<file path="src/hdl/bcdg_pkg.sv">
// Package of constants and carrier types for the commutation direction guard
package bcdg_pkg;

  // ****************************************
  // Timing
  // ****************************************
  localparam int CLK_PERIOD_PS = 4000;
  localparam int OSC_PERIOD_NS = 25000;
  localparam int OSC_CYCLES    = (OSC_PERIOD_NS * 1000) / CLK_PERIOD_PS;
  localparam int OSC_CNT_W     = 13;
  localparam logic [OSC_CNT_W-1:0] OSC_LAST = OSC_CNT_W'(OSC_CYCLES - 1);

  // ****************************************
  // Reset values and encodings
  // ****************************************
  localparam logic       DIR_RESET   = 1'b0;
  localparam logic [2:0] HS_OFF_N    = 3'h7;
  localparam logic [2:0] LS_OFF      = 3'h0;
  localparam logic [1:0] SHIFT_RESET = 2'h0;

  // Sensor code carrier
  typedef struct packed {
    logic c;
    logic b;
    logic a;
  } bcdg_sensor_s;

  // Drive command carrier
  typedef struct packed {
    logic [2:0] highSideN;
    logic [2:0] lowSide;
  } bcdg_drive_s;

endpackage

</file>
<file path="src/hdl/bcdg_guard.sv">
// Commutation decoder with direction reversal guard and drive blanking
`timescale 1ns/1ps
`default_nettype none
module bcdg_guard
(
  // Clock and reset
  input  wire logic                   ref_clk,
  input  wire logic                   rst,
  // Sensors and commands
  input  wire bcdg_pkg::bcdg_sensor_s shaftSensor,
  input  wire logic                   dirRequest,
  input  wire logic                   slowSpeed,
  input  wire logic                   pwmTrip,
  input  wire logic                   peakCurrentTrip,
  input  wire logic                   overCurrentTrip,
  input  wire logic                   overvoltageCoastIn,
  // Drives and status
  output var  bcdg_pkg::bcdg_drive_s  drive,
  output logic                        tachPulseOut,
  output logic                        softStartCmd,
  output logic                        oscTick
);
  import bcdg_pkg::*;

  // ****************************************
  // Internal signals
  // ****************************************
  // Oscillator period count
  logic [OSC_CNT_W-1:0] oscCnt_reg;

  // Direction path: latch, two-stage shifter, decoder direction
  logic                 dirLatch_reg;
  logic [1:0]           dirShift_reg;
  logic                 decodeDir;

  // Request level of the previous cycle, for the tach pulse
  logic                 dirReqPrev_reg;

  // PWM latch: set per period, cleared by comparator trips
  logic                 pwmLatch_reg;

  // Reversal guard terms
  logic                 latchMismatch;
  logic                 shiftInMismatch;
  logic                 shiftOutMismatch;
  logic                 inhibit;

  // Blanking terms
  logic                 pwmChop;
  logic                 faultBlank;
  logic                 blankAll;

  // Decoder result and per-phase next drive levels
  bcdg_drive_s          decoded;
  logic [2:0]           hsNext;
  logic [2:0]           lsNext;
  bcdg_drive_s          drive_next;

  // ****************************************
  // Oscillator period counter
  // ****************************************
  // Free-running count, wraps after one period
  // No clock enable: the strobe qualifies the period logic
  always_ff @(posedge ref_clk)
  begin
    if (rst)
      oscCnt_reg <= '0;
    else if (oscCnt_reg == OSC_LAST)
      oscCnt_reg <= '0;
    else
      oscCnt_reg <= oscCnt_reg + 1'b1;
  end

  // Period end strobe, one cycle wide
  assign oscTick = (oscCnt_reg == OSC_LAST);

  // ****************************************
  // Direction latch and shifter
  // ****************************************
  // Latch follows request only at slow speed
  always_ff @(posedge ref_clk)
  begin
    if (rst)
      dirLatch_reg <= DIR_RESET;
    else if (slowSpeed)
      dirLatch_reg <= dirRequest;
  end                                   // holds otherwise

  // Two-bit shifter on oscillator tick
  always_ff @(posedge ref_clk)
  begin
    if (rst)
      dirShift_reg <= SHIFT_RESET;
    else if (oscTick)
      dirShift_reg <= {dirShift_reg[0], dirLatch_reg};
  end

  // Only the last stage reaches the decoder
  assign decodeDir = dirShift_reg[1];

  // ****************************************
  // Reversal guard
  // ****************************************
  // Drives stay off one to two periods per reversal
  // Request not yet taken by the clocked direction latch
  assign latchMismatch = slowSpeed && (dirRequest != dirLatch_reg);

  // Latch ahead of the first shifter stage
  assign shiftInMismatch = (dirLatch_reg != dirShift_reg[0]);

  // First stage ahead of the decoder's stage
  assign shiftOutMismatch = (dirShift_reg[0] != dirShift_reg[1]);

  // Any disagreement blanks all drives
  assign inhibit = latchMismatch || shiftInMismatch || shiftOutMismatch;

  // ****************************************
  // Tachometer pulse on direction toggle
  // ****************************************
  // Request level one cycle back
  always_ff @(posedge ref_clk)
  begin
    if (rst)
      dirReqPrev_reg <= DIR_RESET;
    else
      dirReqPrev_reg <= dirRequest;
  end

  // One-cycle pulse per request change, any speed
  always_ff @(posedge ref_clk)
  begin
    if (rst)
      tachPulseOut <= 1'b0;
    else
      tachPulseOut <= (dirRequest != dirReqPrev_reg);
  end

  // ****************************************
  // PWM latch
  // ****************************************
  // Set at period start, cleared by trips; clear wins
  // Starts clear, so drives wait for the first tick
  always_ff @(posedge ref_clk)
  begin
    if (rst)
      pwmLatch_reg <= 1'b0;
    else if (pwmTrip || peakCurrentTrip)
      pwmLatch_reg <= 1'b0;
    else if (oscTick)
      pwmLatch_reg <= 1'b1;
  end

  // Cleared latch chops until the next period
  assign pwmChop = !pwmLatch_reg;

  // ****************************************
  // Fault handling
  // ****************************************
  // Soft-start request follows overcurrent
  always_ff @(posedge ref_clk)
  begin
    if (rst)
      softStartCmd <= 1'b0;
    else
      softStartCmd <= overCurrentTrip;
  end

  // Overcurrent or over-voltage/coast hold drives off
  assign faultBlank = overCurrentTrip || overvoltageCoastIn;

  // Every reason to hold all six drives off
  assign blankAll = inhibit || pwmChop || faultBlank;

  // ****************************************
  // Six-step decoder
  // ****************************************
  // Valid 120-degree codes; 000 and 111 give no drive
  // Reverse direction inverts the code: high and low swap
  // Row order follows the forward rotation
  always_comb
  begin
    decoded = '{highSideN: HS_OFF_N, lowSide: LS_OFF};
    unique case ({shaftSensor.c, shaftSensor.b, shaftSensor.a} ^ {3{decodeDir}})
      3'h1: decoded = '{highSideN: 3'h6, lowSide: 3'h2};
      3'h3: decoded = '{highSideN: 3'h6, lowSide: 3'h4};
      3'h2: decoded = '{highSideN: 3'h5, lowSide: 3'h4};
      3'h6: decoded = '{highSideN: 3'h5, lowSide: 3'h1};
      3'h4: decoded = '{highSideN: 3'h3, lowSide: 3'h1};
      3'h5: decoded = '{highSideN: 3'h3, lowSide: 3'h2};
      default: decoded = '{highSideN: HS_OFF_N, lowSide: LS_OFF};
    endcase
  end

  // ****************************************
  // Per-phase blanking
  // ****************************************
  // Blanking releases both devices of a phase at once
  for (genvar ph = 0; ph < 3; ph++)
  begin : g_phase
    // High side released while blanked
    assign hsNext[ph] = blankAll ? HS_OFF_N[ph] : decoded.highSideN[ph];
    // Low side off while blanked
    assign lsNext[ph] = blankAll ? LS_OFF[ph] : decoded.lowSide[ph];
  end

  // Regroup the phases into one drive word
  assign drive_next = '{highSideN: hsNext, lowSide: lsNext};

  // ****************************************
  // Output register
  // ****************************************
  // Registered drive outputs; reset leaves every device off
  always_ff @(posedge ref_clk)
  begin
    if (rst)
      drive <= '{highSideN: HS_OFF_N, lowSide: LS_OFF};
    else
      drive <= drive_next;
  end

endmodule
`default_nettype wire

</file>
<file path="config.mk">
export PLATFORM = sky130hd
export DESIGN_NAME = bcdg_guard
export DESIGN_NICKNAME = d
export VERILOG_FILES = /design/src/hdl/bcdg_pkg.sv /design/src/hdl/bcdg_guard.sv
export SDC_FILE = /design/constraint.sdc
export NUM_CORES = 1
export LEC_CHECK = 0
export BUFFER_PORTS_ARGS = -buffer_cell sky130_fd_sc_hd__buf_2
export CORE_MARGIN = 3
export CORE_UTILIZATION = 54
export CTS_BUF_LIST = sky130_fd_sc_hd__clkbuf_8 sky130_fd_sc_hd__clkbuf_16
export DETAILED_ROUTE_END_ITERATION = 6
export GPL_TIMING_DRIVEN = 0
export PLACE_DENSITY = 0.77
export SLEW_MARGIN = 30
export SYNTH_ARGS = -nofsm -noshare
export SYNTH_HDL_FRONTEND = slang
export SYNTH_SLANG_ARGS = --single-unit
</file>
<file path="constraint.sdc">
create_clock -name ref_clk -period 2.75 [get_ports ref_clk]
set_input_delay 0.1375 -clock ref_clk [delete_from_list [all_inputs] [get_ports ref_clk]]
set_output_delay 0.1375 -clock ref_clk [all_outputs]
set_load 0.1 [all_outputs]
</file>
After elaboration in Yosys (flattened, before gate mapping):

Index checks and enable logic that the tools add are counted.

* bits in registers: 26
* input bits: 11
* output and inout bits: 9
* word-level logic and storage cells: 34

* add/sub/neg operators: 1
* equality and inequality tests: 11
* muxes and demuxes: 1
* bitwise operators: 1
* reduce and logical (&&, ||, !) cells: 11

Operator list (count)
* $pmux W6 S6: 1
* $add A13 B1 Y13 const B: 1
* $eq A13 B13 Y1 const B: 1
* $eq A3 B3 Y1 const B: 3
* $eq A3 B2 Y1 const B: 2
* $logic_or A1 B1 Y1: 6
* $reduce_or A2 Y1: 3
* $ne A1 B1 Y1: 4
* $eq A3 B1 Y1 const B: 1
* $xor A3 B3 Y3: 1
* $logic_and A1 B1 Y1: 1
* $logic_not A1 Y1: 1

Logic depth before layout (Yosys ltp):

Gate-level depths: netlist of run 1.

* depth after elaboration: 7
* mapped depth: 6
* depth with buffers taken out: 5

Worst setup path after synthesis of run 1:

Ideal clock, no wire load.

* path kind: flip-flop to output port
* from: register oscCnt_reg[8]
* to: output oscTick
* arrival: 3031 ps
* data required time: 2612 ps
* slack: -419 ps
* stages on the path, launching flop included: 3
* path buffers: 0
* cell sequence: dfxtp_1 > or4b_4 > nor3_1

* cells in the longest elaborated chain, start to end: 1

RTL lines
* start: declaration: RTL line bcdg_guard.sv:29 `logic [OSC_CNT_W-1:0] oscCnt_reg;`
* start signal: assignment: RTL line bcdg_guard.sv:71 `oscCnt_reg <= oscCnt_reg + 1'b1;`
* $eq A13 B13 Y1: RTL line bcdg_guard.sv:75 `assign oscTick = (oscCnt_reg == OSC_LAST);`
* end: declaration: RTL line bcdg_guard.sv:21 `output logic oscTick`

Every way passes these cells.

Worst setup path after layout of run 1:

Ends and elaborated chain as after synthesis.

==> results of run 1 <==
kinds of logic after synthesis:
family / Yosys count / synth area share
buf+inv: 5 / 0.0230
compound gates: 20 / 0.122
flops: 26 / 0.434
simple gates: 57 / 0.286
mux: 10 / 0.0846
fa+ha+maj: 2 / 0.0209
xor+xnor: 4 / 0.0292
worst min-delay path by stage:
stage,start,endpoint,slack [ps],cells past startpoint
after floorplan,rst,dirReqPrev_reg,210,1
after global routing,overCurrentTrip,softStartCmd,80,2
after detailed placement,overCurrentTrip,softStartCmd,380,2
after CTS,overCurrentTrip,softStartCmd,100,2
after global placement,overCurrentTrip,softStartCmd,360,2
final,overCurrentTrip,softStartCmd,100,2
power by group:
part	switching (mW)	total, mW	internal [mW]
Combinational	0.0380	0.0602	0.0222
Clock	0.111	0.239	0.128
Sequential	0.00682	0.390	0.383
Total	0.155	0.689	0.533
layout by cell type (no fill, tap or decap), types with 3 or more instances in the layout:
master                      n
sky130_fd_sc_hd__or3_1      3
sky130_fd_sc_hd__buf_2     20
sky130_fd_sc_hd__inv_1      3
sky130_fd_sc_hd__or4_1      3
sky130_fd_sc_hd__nand2b_1   5
sky130_fd_sc_hd__nand2_1    6
sky130_fd_sc_hd__a21oi_1    7
sky130_fd_sc_hd__dfxtp_1   26
sky130_fd_sc_hd__o31ai_1    3
sky130_fd_sc_hd__o21ai_0    3
sky130_fd_sc_hd__nand4_1    3
sky130_fd_sc_hd__nand3_1    8
sky130_fd_sc_hd__clkbuf_8   4
sky130_fd_sc_hd__nor2_1     9
sky130_fd_sc_hd__and3_1     3
sky130_fd_sc_hd__mux2i_1    9
sky130_fd_sc_hd__nor2b_1    5
layer usage:
| metal | up-vias | global-route usage | wire length, um |
|---|---|---|---|
| met5 | - | 0 | 0 |
| met2 | 17 | 0.298 | 1060 |
| met1 | 452 | 0.220 | 1000 |
| met4 | 0 | 0.106 | 49 |
| met3 | 5 | 0.0423 | 113 |
| li1 | 504 | - | - |
stage by stage:
stage | setup slack (ps) | area [um^2] | hold slack [ps]
finish | 717 | 1390 | 101
global route | 664 | 1390 | 82.7
CTS | 708 | 1390 | 95.6
detailed placement | 1010 | 1330 | 378
global placement | 1010 | 1330 | 365
floorplan | 432 | 1200 | 209
critical path, cell delays in order (launching register included):
cell	delay, ps
sky130_fd_sc_hd__dfxtp_1	380
sky130_fd_sc_hd__or4b_4	620
sky130_fd_sc_hd__nor3_2	180
sky130_fd_sc_hd__buf_2	450
cell type report:
class,count,area [um^2],area share
plain buffers,2,16.3,0.0117
clock buffers,4,55.1,0.0397
inverters,3,11.3,0.00812
multi-input cells,93,656,0.472
flip-flops and latches,26,520,0.375
well taps,27,33.8,0.0243
repair buffers,19,95.1,0.0685
==> results_dict.tcl, run 1 <==
set metrics [dict create \
    largest_register_ffs 13 \
    yosys_warnings 0 \
    gr-total-overflow 0 \
    die_height_um 53.1 \
    cts-buffers-inserted 3 \
    layout.filler_cells 169 \
    postSynthAreaPerCell_um2 9.67 \
    drc_errors 0 \
    worstMarginPinSlew_ps 603 \
    synth_area_leaders "sky130_fd_sc_hd__dfxtp_1 (43%), sky130_fd_sc_hd__mux2i_1 (7.5%), sky130_fd_sc_hd__nand3_1 (3.3%)" \
    first_global_vias 928 \
    timing.critical_path.to "oscTick" \
    routed_wl_mm 2.23 \
    post_cts_resize_count 0 \
    routed_vias 978 \
    die_width_um 53.1 \
    finalSetupViolCount 0 \
    clock_insertion_delay_worst_skew_ps 260 \
    tritoncts_clock_tree "done" \
    final-instance-count-excl-fill 174 \
    ios 20 \
    synth_top_area_share 0.434 \
    finalNetCount 161 \
    route.antenna.remaining_nets 0 \
    kind_of_end_point_of_the_critical_path "primary output" \
    post-synth-top-count-cell "sky130_fd_sc_hd__dfxtp_1" \
    routedWlPerCell_um 12.8 \
    yosys_most_used_dff "sky130_fd_sc_hd__dfxtp_1" \
    totalNegativeSetupSlack_ps 0 \
    mappedNetlistNets 137 \
    crit_start_category "register" \
    vdd_ir_drop_max_mv 0.305 \
    cts_setup_buffers 0 \
    hold_path.class "input pin to register" \
    placed_cells_incl_taps 170 \
    first_pass_grt_wire_length_mm 3.76 \
    setup.worst_path.class "register to primary output" \
    h_tree_lvl_count 1 \
    p_leak_nw 0.521 \
    r2r_slack_ps 1120 \
    timing.max_cap.violations 0 \
    detailed_place_hpwl_mm 1.71 \
    place.port_buffers 19 \
    async_flop_share 0 \
    crit-reg2reg-launch "oscCnt_reg[8]" \
    synth_top_cells_by_count "sky130_fd_sc_hd__dfxtp_1 (26), sky130_fd_sc_hd__mux2i_1 (9), sky130_fd_sc_hd__nor2_1 (9)" \
    ctsLongestPathBuffers 2 \
    max-slew-margin-rel 0.588 \
    floorplan.rows 16 \
    synth_area_mm2 0.00120 \
    clock_sinks 26 \
    yosysTopAreaCell "sky130_fd_sc_hd__dfxtp_1" \
    antenna_violations_before_repair 0 \
    arrival_ps 1900 \
    synth_seq_area_share 0.434 \
    period_share 0.739 \
    initial_core_util 0.593 \
    routabilityCongestion 0.793 \
    grt_start_max_net_pins 15 \
    post_synth_num_cell_types 37 \
    cp_data_required_time_ps 2610 \
    final_util 0.686 \
    cts-hold-fix-buffers 0 \
    groute.usage.overall 0.184 \
    finalWorstPathRequiredPeriod_ps 2030 \
    drt-pass1-iter-count 4 \
    layout-drive-gt1-share 0.224 \
    clock-root-buffer "sky130_fd_sc_hd__clkbuf_8" \
    floorplan.core_area_mm2 0.00202 \
    finalHoldViolations 0 \
    worstRegToRegCells 4 \
    critPathMaxFanout 8 \
    worst_r2r_dst "oscCnt_reg[6]" \
    worst_setup_path_startpoint "oscCnt_reg[8]" \
    antenna_cells 0 \
    netlist_instances 124 \
    run_status "finished, final reports clean" \
    grt_setup_unrepaired "false" \
    timing_max_transition_violations_final 0 \
    fp.dieArea_mm2 0.00282 \
    power-per-cell-area_mw_per_mm2 496 \
    finClkSkew_ps 1.70 \
    area_growth_syn_to_layout_pct 15.8 \
    path_clk_slew_ps 80 \
    drt-vias-per-instance 5.62 \
    postSynthRegisterBits 26 \
    post_synth_edffs 0 \
    initialDrtViolationCount 18 \
    report.power.total_mw 0.689 \
    achievable-frequency_mhz 492 \
]
No activity file was read; power rests on OpenSTA's default activity.
==> inputs of run 2 (changes only) <==
clock period = 2 ns   (was 2.75 ns; I/O delays follow)
==> run 2 against run 1 <==
Largest power group unchanged. Final area is 0.36% lower. Sequential power is 38% higher. Via count is 3.7% higher. Clock-buffer cell count is 1 lower. Global-route usage is 0.57 points higher. Largest cell class unchanged. Sequential cell count stayed put. Critical path depth is 1 higher. Critical endpoint unchanged. Critical path type unchanged. Non-clock buffer count stayed put. Worst setup slack worse by 630 ps. Register-to-register slack worse by 790 ps. Clock power is 17% higher. Routed wire length is 3.9% higher.
==> results_dict.tcl, run 2 (synthesis gave the netlist of run 1 again) <==
set metrics [dict create \
    drc_errors 0 \
    cts-hold-fix-buffers 0 \
    crit_start_category "register" \
    ios 20 \
    die_width_um 53.1 \
    grt_start_max_net_pins 14 \
    placed_cells_incl_taps 170 \
    hold_path.class "input pin to register" \
    finalNetCount 161 \
    first_global_vias 934 \
    path_clk_slew_ps 80 \
    kind_of_end_point_of_the_critical_path "primary output" \
    antenna_cells 0 \
    critPathMaxFanout 6 \
    die_height_um 53.1 \
    largest_register_ffs 13 \
    cp_data_required_time_ps 1900 \
    drt-vias-per-instance 5.86 \
    clock_power_share 0.311 \
    timing.max_cap.violations 0 \
    p_leak_nw 0.530 \
    route.antenna.remaining_nets 0 \
    totalNegativeSetupSlack_ps 0 \
    clock-root-buffer "sky130_fd_sc_hd__clkbuf_8" \
    clock_sinks 26 \
    finClkSkew_ps 1.19 \
    max-slew-margin-rel 0.611 \
    vdd_ir_drop_max_mv 0.625 \
    layout.filler_cells 170 \
    share_seq_of_total_power 0.596 \
    final_util 0.684 \
    cts_setup_buffers 0 \
    routed_wl_mm 2.32 \
    finalSetupViolCount 0 \
    ctsLongestPathBuffers 2 \
    tritoncts_clock_tree "done" \
    h_tree_lvl_count 1 \
    achievable-frequency_mhz 523 \
    run_status "finished, final reports clean" \
    p_sw_mw 0.208 \
    routedWlPerCell_um 13.4 \
    power-per-cell-area_mw_per_mm2 651 \
    post_cts_resize_count 1 \
    groute.usage.overall 0.189 \
    initial_core_util 0.593 \
    grt_setup_unrepaired "false" \
    setup.worst_path.class "register to primary output" \
    gr-total-overflow 0 \
    first_pass_grt_wire_length_mm 3.97 \
    place.port_buffers 19 \
    routed_vias 1014 \
    worstMarginPinSlew_ps 569 \
    clock_insertion_delay_worst_skew_ps 260 \
    initialDrtViolationCount 17 \
    finalWorstPathRequiredPeriod_ps 1910 \
    combPwrFrac 0.092 \
    floorplan.core_area_mm2 0.00202 \
    arrival_ps 1810 \
    seq_area_um2 520 \
    layout.cells.most_common "sky130_fd_sc_hd__dfxtp_1" \
    floorplan.rows 16 \
    power_report.internal_total_mw 0.692 \
    leading_cell_types_in_the_layout_fill_and_taps_excluded "sky130_fd_sc_hd__dfxtp_1 (26), sky130_fd_sc_hd__buf_2 (19), sky130_fd_sc_hd__nor2_1 (9), sky130_fd_sc_hd__mux2i_1 (9), sky130_fd_sc_hd__nand3_1 (8)" \
    fp.dieArea_mm2 0.00282 \
    drt-pass1-iter-count 4 \
    layout-drive-gt1-share 0.219 \
    period_share 0.956 \
    worstRegToRegCells 4 \
    netSwitchingFraction 0.231 \
    multi_input_area_um2 662 \
    routabilityCongestion 0.759 \
    cts-buffers-inserted 3 \
    worst_hold_path.num_cells 3 \
    finalHoldViolations 0 \
    timing_max_transition_violations_final 0 \
    detailed_place_hpwl_mm 1.73 \
    antenna_violations_before_repair 0 \
    area_growth_syn_to_layout_pct 15.3 \
    final-instance-count-excl-fill 173 \
]
[run 2: cell types whose count changed in the layout (fill, tap and decap cells not counted), sizes merged]
| cell | before | now |
|---|---|---|
| clkbuf | 4 | 3 |
[run 2: critical path, cell delays in order (launching register included)]
cell and delay, ps:
sky130_fd_sc_hd__dfxtp_1 430, sky130_fd_sc_hd__ha_1 190, sky130_fd_sc_hd__nand4b_1 340, sky130_fd_sc_hd__nor3_4 270
sky130_fd_sc_hd__buf_4 320
[run 2: layer usage]
| metal | vias up | routed length (um) | global-route usage |
|---|---|---|---|
| met5 | - | 0 | 0 |
| met4 | 0 | 33 | 0.0638 |
| met3 | 4 | 138 | 0.0310 |
| met2 | 30 | 1100 | 0.312 |
| met1 | 475 | 1040 | 0.249 |
| li1 | 505 | - | - |
[run 2: path summary, 6_finish.rpt]
path / start / to / slack, ps
setup / recovery: oscCnt_reg[0] / oscTick / 90
hold / removal: pwmTrip / pwmLatch_reg / 80
setup reg to reg: oscCnt_reg[0] / oscCnt_reg[8] / 330
hold reg to reg: dirReqPrev_reg / tachPulseOut / 490
[run 2: through the flow]
step	setup WS [ps]	power (mW)	hold WS [ps]	area (um^2)
CTS	77.7	0.910	74.5	1380
global placement	289	0.628	327	1340
floorplan	131	0.605	172	1210
global route	1.82	0.940	84.0	1380
detailed placement	252	0.632	359	1340
finish	87.2	0.900	76.2	1380
[run 2: final cells by class]
type	instances	area share
plain buffers	2	0.0118
well taps	27	0.0244
flip-flops and latches	26	0.376
repair buffers	19	0.0706
multi-input cells	93	0.479
inverters	3	0.00814
clock buffers	3	0.0299
[run 2: power by group through the flow]
stage,clock network (mW),registers (mW),logic [mW]
floorplan,0,0.567,0.0384
global placement,0,0.548,0.0800
detailed placement,0,0.549,0.0828
CTS,0.290,0.537,0.0833
global route,0.308,0.539,0.0924
finish,0.280,0.537,0.0831
